**src/sda_regs.svh**
```systemverilog
// offsets, field positions, reset values and counts for the dma arbiter
// Notes on behaviour
// RULE1: take requests from six sources; a priority encoder picks one.
// RULE2: requests arriving while busy wait until all higher ones are served.
// RULE3: fixed order video, sound, telecom, highway channel, uart a, uart b.
// RULE4: one start pulse with read or write flag per transaction.
// RULE5: selected channel address and data are routed to memory.
// RULE6: one longword per transaction; video moves four, four acknowledges.
// RULE7: uart moves one byte, lane chosen by its address byte count.
// RULE8: an acknowledge goes to the selected source at each transfer end.
// RULE9: source latches read data or supplies write data on acknowledge.
// RULE10: test enable, untimed test, forced request vector; reset to zero.
// RULE11: six address bits, select and direction give one of 64 enables.
// RULE12: write enable makes register capture, read enable makes it drive.
// RULE13: offsets are decoded relative to the register base address.
// RULE14: read and write at one offset reach different registers; the test register at offset 0x1C8 is read and written as one register.
// RULE15: source holds its request until the acknowledge ending it.
`ifndef SDA_REGS_SVH
`define SDA_REGS_SVH

`define SDA_BASE_ADDR 32'h10C00000
`define SDA_SPAN 32'h00000200
`define SDA_TEST_OFS 32'h000001C8
`define SDA_TEST_EN_BIT 7
`define SDA_UNTIMED_BIT 6
`define SDA_FORCE_MSB 5
`define SDA_TEST_RST 8'h00
`define SDA_NUM_SRC 6
`define SDA_CH_VIDEO 3'h0
`define SDA_CH_UARTA 3'h4
`define SDA_CH_UARTB 3'h5
`define SDA_VIDEO_LAST 2'h3
`define SDA_RD_MASK 64'hFFFFFFFFFFFFFFFF
`define SDA_WR_MASK 64'hFFFFFFFFFFFFFFFF

`endif

```
**src/sda_pkg.sv**
```systemverilog
// types shared by the dma arbiter and its buffer
package sda_pkg;
    typedef struct packed {
        logic [31:0] addr;
        logic [31:0] wdata;
        logic [3:0] be;
        logic wr;
    } sda_cmd_t;

    typedef enum logic [1:0] {
        ST_IDLE,
        ST_ISSUE,
        ST_WAIT
    } sda_state_t;
endpackage

```
**src/sda_stream_if.sv**
```systemverilog
// valid/ready carrier for memory commands
`timescale 1ns/1ns
interface sda_stream_if;
    import sda_pkg::*;
    logic valid;
    logic ready;
    sda_cmd_t data;
    modport src (output valid, output data, input ready);
    modport snk (input valid, input data, output ready);
endinterface

```
**src/sda_buf.sv**
```systemverilog
// two-entry command buffer between the arbiter and memory
`timescale 1ns/1ns
module sda_buf
    import sda_pkg::*;
(
    input wire logic i_clk,
    input wire logic i_rst,
    sda_stream_if.snk in_s,
    sda_stream_if.src out_s
);
    logic head_valid;
    logic tail_valid;
    sda_cmd_t head;
    sda_cmd_t tail;
    logic push;
    logic pop;
    logic head_free;

    // ready looks only at the tail flag so the source never sees a loop
    assign in_s.ready = !tail_valid;
    assign out_s.valid = head_valid;
    assign out_s.data = head;
    assign push = in_s.valid && !tail_valid;
    assign pop = head_valid && out_s.ready;
    assign head_free = !head_valid || pop;

    always_ff @(posedge i_clk or posedge i_rst) begin
        if (i_rst) begin
            head_valid <= 1'b0;
            tail_valid <= 1'b0;
            head <= '0;
            tail <= '0;
        end else if (head_free) begin
            if (tail_valid) begin
                head <= tail;
                head_valid <= 1'b1;
                tail_valid <= push;
                if (push) begin
                    tail <= in_s.data;
                end
            end else begin
                head_valid <= push;
                if (push) begin
                    head <= in_s.data;
                end
            end
        end else if (push) begin
            tail <= in_s.data;
            tail_valid <= 1'b1;
        end
    end
endmodule

```
**src/sda_siu.sv**
```systemverilog
// dma arbiter and register address decoder of the system interface unit
`timescale 1ns/1ns
`include "sda_regs.svh"
module sda_siu
    import sda_pkg::*;
(
    input wire logic i_clk,
    input wire logic i_rst,
    input wire logic [5:0] i_dma_req,
    input wire logic [5:0] i_dma_wr,
    input wire logic [5:0][31:0] i_src_addr,
    input wire logic [5:0][31:0] i_src_wdata,
    output logic [5:0] o_dma_ack,
    output logic [31:0] o_src_rdata,
    output logic o_cpu_start,
    output logic o_cpu_write,
    output logic o_mem_valid,
    input wire logic i_mem_ready,
    output logic [31:0] o_mem_addr,
    output logic [31:0] o_mem_wdata,
    output logic [3:0] o_mem_be,
    output logic o_mem_wr,
    input wire logic i_mem_done,
    input wire logic [31:0] i_mem_rdata,
    input wire logic i_reg_cs,
    input wire logic i_reg_wr,
    input wire logic [31:0] i_reg_addr,
    input wire logic [31:0] i_reg_wdata,
    output logic [63:0] o_reg_wen,
    output logic [63:0] o_reg_ren,
    output logic [31:0] o_reg_rdata
);
    // ****************************************
    // helpers
    // ****************************************
    function automatic logic [63:0] one_hot(input logic [5:0] idx);
        logic [63:0] v;
        v = 64'h0;
        v[idx] = 1'b1;
        return v;
    endfunction

    // lowest index wins: video is bit 0, uart b bit 5
    function automatic logic [2:0] pick(input logic [5:0] req);
        logic [2:0] r;
        r = 3'h0;
        for (int i = `SDA_NUM_SRC - 1; i >= 0; i--) begin
            if (req[i]) begin
                r = 3'(i);
            end
        end
        return r;
    endfunction

    // ****************************************
    // test register
    // ****************************************
    logic [7:0] test_ctl;
    logic [31:0] offset;
    logic in_window;
    logic test_hit;

    assign offset = i_reg_addr - `SDA_BASE_ADDR; // RULE13
    assign in_window = i_reg_cs && (offset < `SDA_SPAN);
    assign test_hit = in_window && (offset == `SDA_TEST_OFS);

    always_ff @(posedge i_clk or posedge i_rst) begin
        if (i_rst) begin
            test_ctl <= `SDA_TEST_RST; // RULE10
        end else if (test_hit && i_reg_wr) begin
            test_ctl <= i_reg_wdata[7:0]; // RULE12
        end
    end

    // ****************************************
    // register enable decoder
    // ****************************************
    always_ff @(posedge i_clk or posedge i_rst) begin
        if (i_rst) begin
            o_reg_wen <= 64'h0;
            o_reg_ren <= 64'h0;
        end else if (in_window) begin
            // only offset bits 7:2 decode, so 0x000 and 0x100 share an enable
            // RULE11 RULE14
            o_reg_wen <= i_reg_wr ?
                one_hot(offset[7:2]) & `SDA_WR_MASK : 64'h0;
            o_reg_ren <= !i_reg_wr ?
                one_hot(offset[7:2]) & `SDA_RD_MASK : 64'h0;
        end else begin
            o_reg_wen <= 64'h0;
            o_reg_ren <= 64'h0;
        end
    end

    always_ff @(posedge i_clk or posedge i_rst) begin
        if (i_rst) begin
            o_reg_rdata <= 32'h0;
        end else if (test_hit && !i_reg_wr) begin
            o_reg_rdata <= {24'h0, test_ctl}; // RULE12
        end else begin
            o_reg_rdata <= 32'h0;
        end
    end

    // ****************************************
    // arbitration state machine
    // ****************************************
    sda_stream_if cmd_in ();
    sda_stream_if cmd_out ();

    sda_buf u_buf (
        .i_clk(i_clk),
        .i_rst(i_rst),
        .in_s(cmd_in.snk),
        .out_s(cmd_out.src)
    );

    sda_state_t state;
    logic [2:0] chan;
    logic [1:0] beat;
    logic [5:0] eff_req;
    logic pushed;
    logic done;
    logic last;
    logic [31:0] sel_addr;
    logic can_pick;

    // forced vector replaces the real requests while test mode is on
    assign eff_req = test_ctl[`SDA_TEST_EN_BIT] ?
        test_ctl[`SDA_FORCE_MSB:0] : i_dma_req; // RULE10 RULE1
    assign pushed = cmd_in.valid && cmd_in.ready;
    // the ack is registered, so a source can only drop its request on the
    // edge that shows the ack; picking then would serve it a second time
    assign can_pick = (state == ST_IDLE) && (|eff_req) &&
        (o_dma_ack == 6'h0); // RULE2
    // untimed test ends a transfer as soon as the buffer takes it
    assign done = test_ctl[`SDA_UNTIMED_BIT] ?
        (state == ST_WAIT) : (state == ST_WAIT) && i_mem_done;
    assign last = (chan != `SDA_CH_VIDEO) || (beat == `SDA_VIDEO_LAST);
    assign sel_addr = i_src_addr[chan];

    always_comb begin
        cmd_in.valid = (state == ST_ISSUE);
        // RULE5 RULE6
        cmd_in.data.addr = {sel_addr[31:4], beat, sel_addr[1:0]};
        if (chan != `SDA_CH_VIDEO) begin
            cmd_in.data.addr = sel_addr;
        end
        cmd_in.data.wdata = i_src_wdata[chan];
        cmd_in.data.wr = i_dma_wr[chan];
        cmd_in.data.be = 4'hF;
        if (chan == `SDA_CH_UARTA || chan == `SDA_CH_UARTB) begin
            cmd_in.data.be = 4'h1 << sel_addr[1:0]; // RULE7
        end
    end

    assign cmd_out.ready = i_mem_ready;
    assign o_mem_valid = cmd_out.valid;
    assign o_mem_addr = cmd_out.data.addr;
    assign o_mem_wdata = cmd_out.data.wdata;
    assign o_mem_be = cmd_out.data.be;
    assign o_mem_wr = cmd_out.data.wr;

    always_ff @(posedge i_clk or posedge i_rst) begin
        if (i_rst) begin
            state <= ST_IDLE;
            chan <= 3'h0;
            beat <= 2'h0;
        end else begin
            case (state)
                ST_IDLE: begin
                    // lower requests stay pending until served
                    if (can_pick) begin
                        chan <= pick(eff_req); // RULE1 RULE2 RULE3
                        beat <= 2'h0;
                        state <= ST_ISSUE;
                    end
                end
                ST_ISSUE: begin
                    if (pushed) begin
                        state <= ST_WAIT;
                    end
                end
                ST_WAIT: begin
                    if (done) begin
                        beat <= beat + 2'h1;
                        state <= last ? ST_IDLE : ST_ISSUE; // RULE6
                    end
                end
                default: begin
                    state <= ST_IDLE;
                end
            endcase
        end
    end

    always_ff @(posedge i_clk or posedge i_rst) begin
        if (i_rst) begin
            o_cpu_start <= 1'b0;
            o_cpu_write <= 1'b0;
        end else begin
            o_cpu_start <= can_pick; // RULE4
            // direction holds until the next start so it can be read late
            if (can_pick) begin
                o_cpu_write <= i_dma_wr[pick(eff_req)]; // RULE4
            end
        end
    end

    // ack pulse and read data land together so the source can latch
    always_ff @(posedge i_clk or posedge i_rst) begin
        if (i_rst) begin
            o_dma_ack <= 6'h0;
            o_src_rdata <= 32'h0;
        end else begin
            o_dma_ack <= done ? 6'(6'h1 << chan) : 6'h0; // RULE8 RULE9
            if (done) begin
                o_src_rdata <= i_mem_rdata;
            end
        end
    end
endmodule

```
**config.mk**
```make
export PLATFORM = sky130hd
export DESIGN_NAME = sda_siu
export DESIGN_NICKNAME = d
export VERILOG_FILES = /design/src/sda_pkg.sv /design/src/sda_stream_if.sv /design/src/sda_buf.sv /design/src/sda_siu.sv
export VERILOG_INCLUDE_DIRS = /design/src
export SDC_FILE = /design/constraint.sdc
export NUM_CORES = 1
export LEC_CHECK = 0
export BUFFER_PORTS_ARGS = -buffer_cell sky130_fd_sc_hd__clkbuf_2
export CAP_MARGIN = 25
export CORE_AREA = 2 2 299 301
export DETAILED_ROUTE_END_ITERATION = 7
export DIE_AREA = 0 0 301 303
export SYNTH_ARGS = -nofsm -noshare
export SYNTH_HDL_FRONTEND = slang
export SYNTH_SLANG_ARGS = --single-unit
```
**constraint.sdc**
```tcl
create_clock -name i_clk -period 12.4 [get_ports i_clk]
set_input_delay 2.48 -clock i_clk [delete_from_list [all_inputs] [get_ports i_clk]]
set_output_delay 2.48 -clock i_clk [all_outputs]
set_load 0.01 [all_outputs]
```
==> metrics.cfg <==
[run_status]
status = finished clean

[sta]
finalHoldViolCount = 0
worst_clock_skew_ns = 0.0241
post-route-min-period_ns = 4.43
grt_setup_unrepaired = false
setup_total_negative_slack_ns = 0
finalSetupViolations = 0
holdWs_ns = 0.472
finalCritPeriodShare = 0.357
fin_ws_ns = 7.97
actual_slew_at_the_worst_max_slew_pin_ns = 1.06
timing.slew.headroom = 0.294
finalMaxSlewViolations = 0
achievable-frequency_mhz = 226

[global_route]
grt.total_usage = 0.129
grt_antenna_before_repair = 8
grt_start_max_net_pins = 137
first_global_vias = 13000
grt_overflow_total = 0
global_route_wire_length_before_repair_mm = 86.0

[worst_setup_path]
worst_r2r_path_depth = 7
worstPathArrival_ns = 4.92
regToRegSetupSlack_ns = 8.94
crit_start_category = input port
worst_path_class_setup = input port to flip-flop
worstReg2RegEnd = u_buf.out_s.data[53]$_DFFE_PP0P_
regToRegStartpoint = chan[0]$_DFFE_PP0P_
critical_path_peak_fanout = 17
cp.required_ns = 12.89
critical_path_end_type = flip-flop

[min_path]
hold_path.class = flip-flop to flip-flop
holdPathStages = 2
worst_hold_startpoint = o_src_rdata[9]$_DFFE_PP0P_
hold_path_end = o_src_rdata[9]$_DFFE_PP0P_

[clocking]
worst_path_clk_slew_ns = 0.06
clock_tree.htree_level_count = 2
post_cts_resized = 0
ctsHoldBuffers = 0
clock_latency_ns = 0.56
cts_inserted_buffers = 39
clock_tree.root_cell = sky130_fd_sc_hd__clkbuf_16
cts_num_sinks = 331
clock_path_buffers = 3
cts_tree = built
post-cts-setup-buffer-count = 0

[yosys]
syn_area_um2 = 15100
synth.lib_cells_used.distinct = 41
syn_inst = 1498
async_reset_ff_frac = 1.00
ys_seq_elements = 331
ys.flop_type = sky130_fd_sc_hd__dfrtp_1
number_of_enable_flip_flop_cells_after_synthesis = 0
yosysWarningCount = 0
synth_seq_area_share = 0.547
synthesized_area_divided_by_synthesized_cell_count_um2 = 10.1

[drt]
sum_of_routed_wire_length_over_all_layers_mm = 61.5
detail_route.iter0.violations = 733
number_of_optimization_iterations_in_the_first_detailed_route_pass = 5
drt-vias-per-instance = 3.98
wire_per_inst_um = 18.3
antenna_left = 0
drc = 0
routed-via-count = 13400

[place]
io_buffers = 717
placedCellCount = 3290
place_hpwl_mm = 47.9
place_area_um2 = 19900
gp_congestion = 0.865
pre_cts_slack_ns = 7.32

[die]
dieArea_um2 = 91200
ioPinCount = 768
starting_density_of_the_core = 0.172
core_um2 = 88000
rows = 109
dieWidth_um = 301
floorplan.die.height_um = 303

[layout]
drive_above_1_share = 0.409
final_util = 0.240
layout.cell_area.non_filler_um2 = 21200
finish.net_count = 2667
final_cell_count_no_fill = 3366
fill_cells = 9516
synthToLayoutAreaGrowth_pct = 39.8

[power]
finalPower_mw = 4.42
p_per_area_nw_per_um2 = 209
power.ir.vdd_worst_mv = 0.117
leakagePower_nw = 10.4

[flow_run]
cap_violations = 0

area by class of cell:
cell class                      instances  area [um^2]  share of cell area
Timing Repair Buffer                  735         3760               0.178
Clock buffer                           56         1130              0.0534
Sequential cell                       331         8290               0.392
Antenna cell                            5         12.5            0.000592
Multi-Input combinational cell       1055         6350               0.300
Tap cell                             1165         1460              0.0689
Inverter                                6         30.0             0.00142
Clock inverter                         13          118             0.00556
worst max-delay path by stage:
| stage | startpoint | end | slack [ns] |
|---|---|---|---|
| 2_1_floorplan | i_rst | beat[0]$_DFFE_PP0P_ | 0.75 |
| 3_3_place_gp | i_reg_addr[5] | o_reg_rdata[4]$_DFF_PP0_ | 7.31 |
| 3_5_place_dp | i_reg_addr[5] | o_reg_rdata[4]$_DFF_PP0_ | 7.32 |
| 4_1_cts | i_reg_addr[5] | o_reg_rdata[4]$_DFF_PP0_ | 7.92 |
| 5_1_grt | i_reg_addr[12] | o_reg_rdata[4]$_DFF_PP0_ | 7.71 |
| 6_report | i_reg_addr[5] | o_reg_rdata[4]$_DFF_PP0_ | 7.97 |
logic make-up (layout without fill, tap and decap cells):
kind of cell,count (synthesis),count (layout),synth area share
simple gates,595,595,0.161
mux,149,149,0.153
compound gates,286,286,0.0966
other cells,1,29,0.000248
buf+inv,135,810,0.0408
flops,331,331,0.547
fa+ha+maj,1,1,0.000827
synthesized netlist by cell type (2+ instances only):
cell type | instances | area [um^2]
sky130_fd_sc_hd__o31ai_1 | 2 | 15.0
sky130_fd_sc_hd__inv_1 | 6 | 22.5
sky130_fd_sc_hd__nor3_1 | 4 | 20.0
sky130_fd_sc_hd__buf_1 | 6 | 22.5
sky130_fd_sc_hd__a31oi_1 | 3 | 18.8
sky130_fd_sc_hd__or3_1 | 3 | 18.8
sky130_fd_sc_hd__nand3b_1 | 6 | 45.0
sky130_fd_sc_hd__buf_4 | 24 | 180
sky130_fd_sc_hd__clkbuf_1 | 83 | 312
sky130_fd_sc_hd__and3_1 | 3 | 18.8
sky130_fd_sc_hd__nor2_1 | 343 | 1290
sky130_fd_sc_hd__a21oi_1 | 199 | 996
sky130_fd_sc_hd__nand3_1 | 5 | 25.0
sky130_fd_sc_hd__nor3b_1 | 3 | 22.5
sky130_fd_sc_hd__dfrtp_1 | 331 | 8280
sky130_fd_sc_hd__nand2b_1 | 6 | 37.5
sky130_fd_sc_hd__nor4b_1 | 3 | 26.3
sky130_fd_sc_hd__buf_2 | 16 | 80.1
sky130_fd_sc_hd__mux4_2 | 65 | 1460
sky130_fd_sc_hd__nor2b_1 | 6 | 37.5
sky130_fd_sc_hd__and2_2 | 8 | 60.1
sky130_fd_sc_hd__mux2i_1 | 73 | 731
sky130_fd_sc_hd__or3b_2 | 2 | 17.5
sky130_fd_sc_hd__nor4_1 | 8 | 50.1
sky130_fd_sc_hd__o21ai_0 | 76 | 380
sky130_fd_sc_hd__mux2_2 | 11 | 124
sky130_fd_sc_hd__nand2_1 | 187 | 702
sky130_fd_sc_hd__a31o_2 | 2 | 17.5
sky130_fd_sc_hd__and3b_2 | 2 | 20.0
per-layer routing:
layer  up-vias  part of all wire  global-route usage
li1       6401                 -                   -
met1      6337              0.41               0.158
met2       563              0.48               0.216
met3        98             0.069              0.0312
met4         4             0.039              0.0532
met5         -           0.00042                   0
registers in the layout, summed over array words and instances (netlist names):
| signal | count |
|---|---|
| o_cpu_write | 1 |
| beat | 2 |
| state | 2 |
| o_reg_ren | 64 |
| test_ctl | 8 |
| o_src_rdata | 32 |
| o_cpu_start | 1 |
| o_reg_rdata | 8 |
| u_buf.out_s.data | 69 |
| u_buf.tail_valid | 1 |
| chan | 3 |
| o_reg_wen | 64 |
| u_buf.out_s.valid | 1 |
| o_dma_ack | 6 |
| u_buf.tail | 69 |
report_power, final:
group | total [mW] | internal [mW] | switching, mW
logic | 1.72 | 0.693 | 1.03
registers | 1.57 | 1.37 | 0.193
clock network | 1.13 | 0.657 | 0.473
placed cells by master, fill, tap and decap left out, types with 9 or more instances in the layout:
cell and count:
sky130_fd_sc_hd__clkbuf_8 9, sky130_fd_sc_hd__conb_1 24, sky130_fd_sc_hd__mux2i_1 73, sky130_fd_sc_hd__clkbuf_16 39, sky130_fd_sc_hd__nand2_1 187, sky130_fd_sc_hd__a21oi_1 199, sky130_fd_sc_hd__mux4_2 65, sky130_fd_sc_hd__mux2_2 11
sky130_fd_sc_hd__buf_4 15, sky130_fd_sc_hd__nor2_1 342, sky130_fd_sc_hd__clkbuf_2 717, sky130_fd_sc_hd__dfrtp_1 328, sky130_fd_sc_hd__o21ai_0 75
critical path, cell delays in order:
cell and delay [ns]:
sky130_fd_sc_hd__clkbuf_2 0.13, sky130_fd_sc_hd__nand3b_1 0.69, sky130_fd_sc_hd__or3_1 0.62, sky130_fd_sc_hd__nor3b_1 0.71, sky130_fd_sc_hd__and2_2 0.28
(Power assumes the default switching activity.)
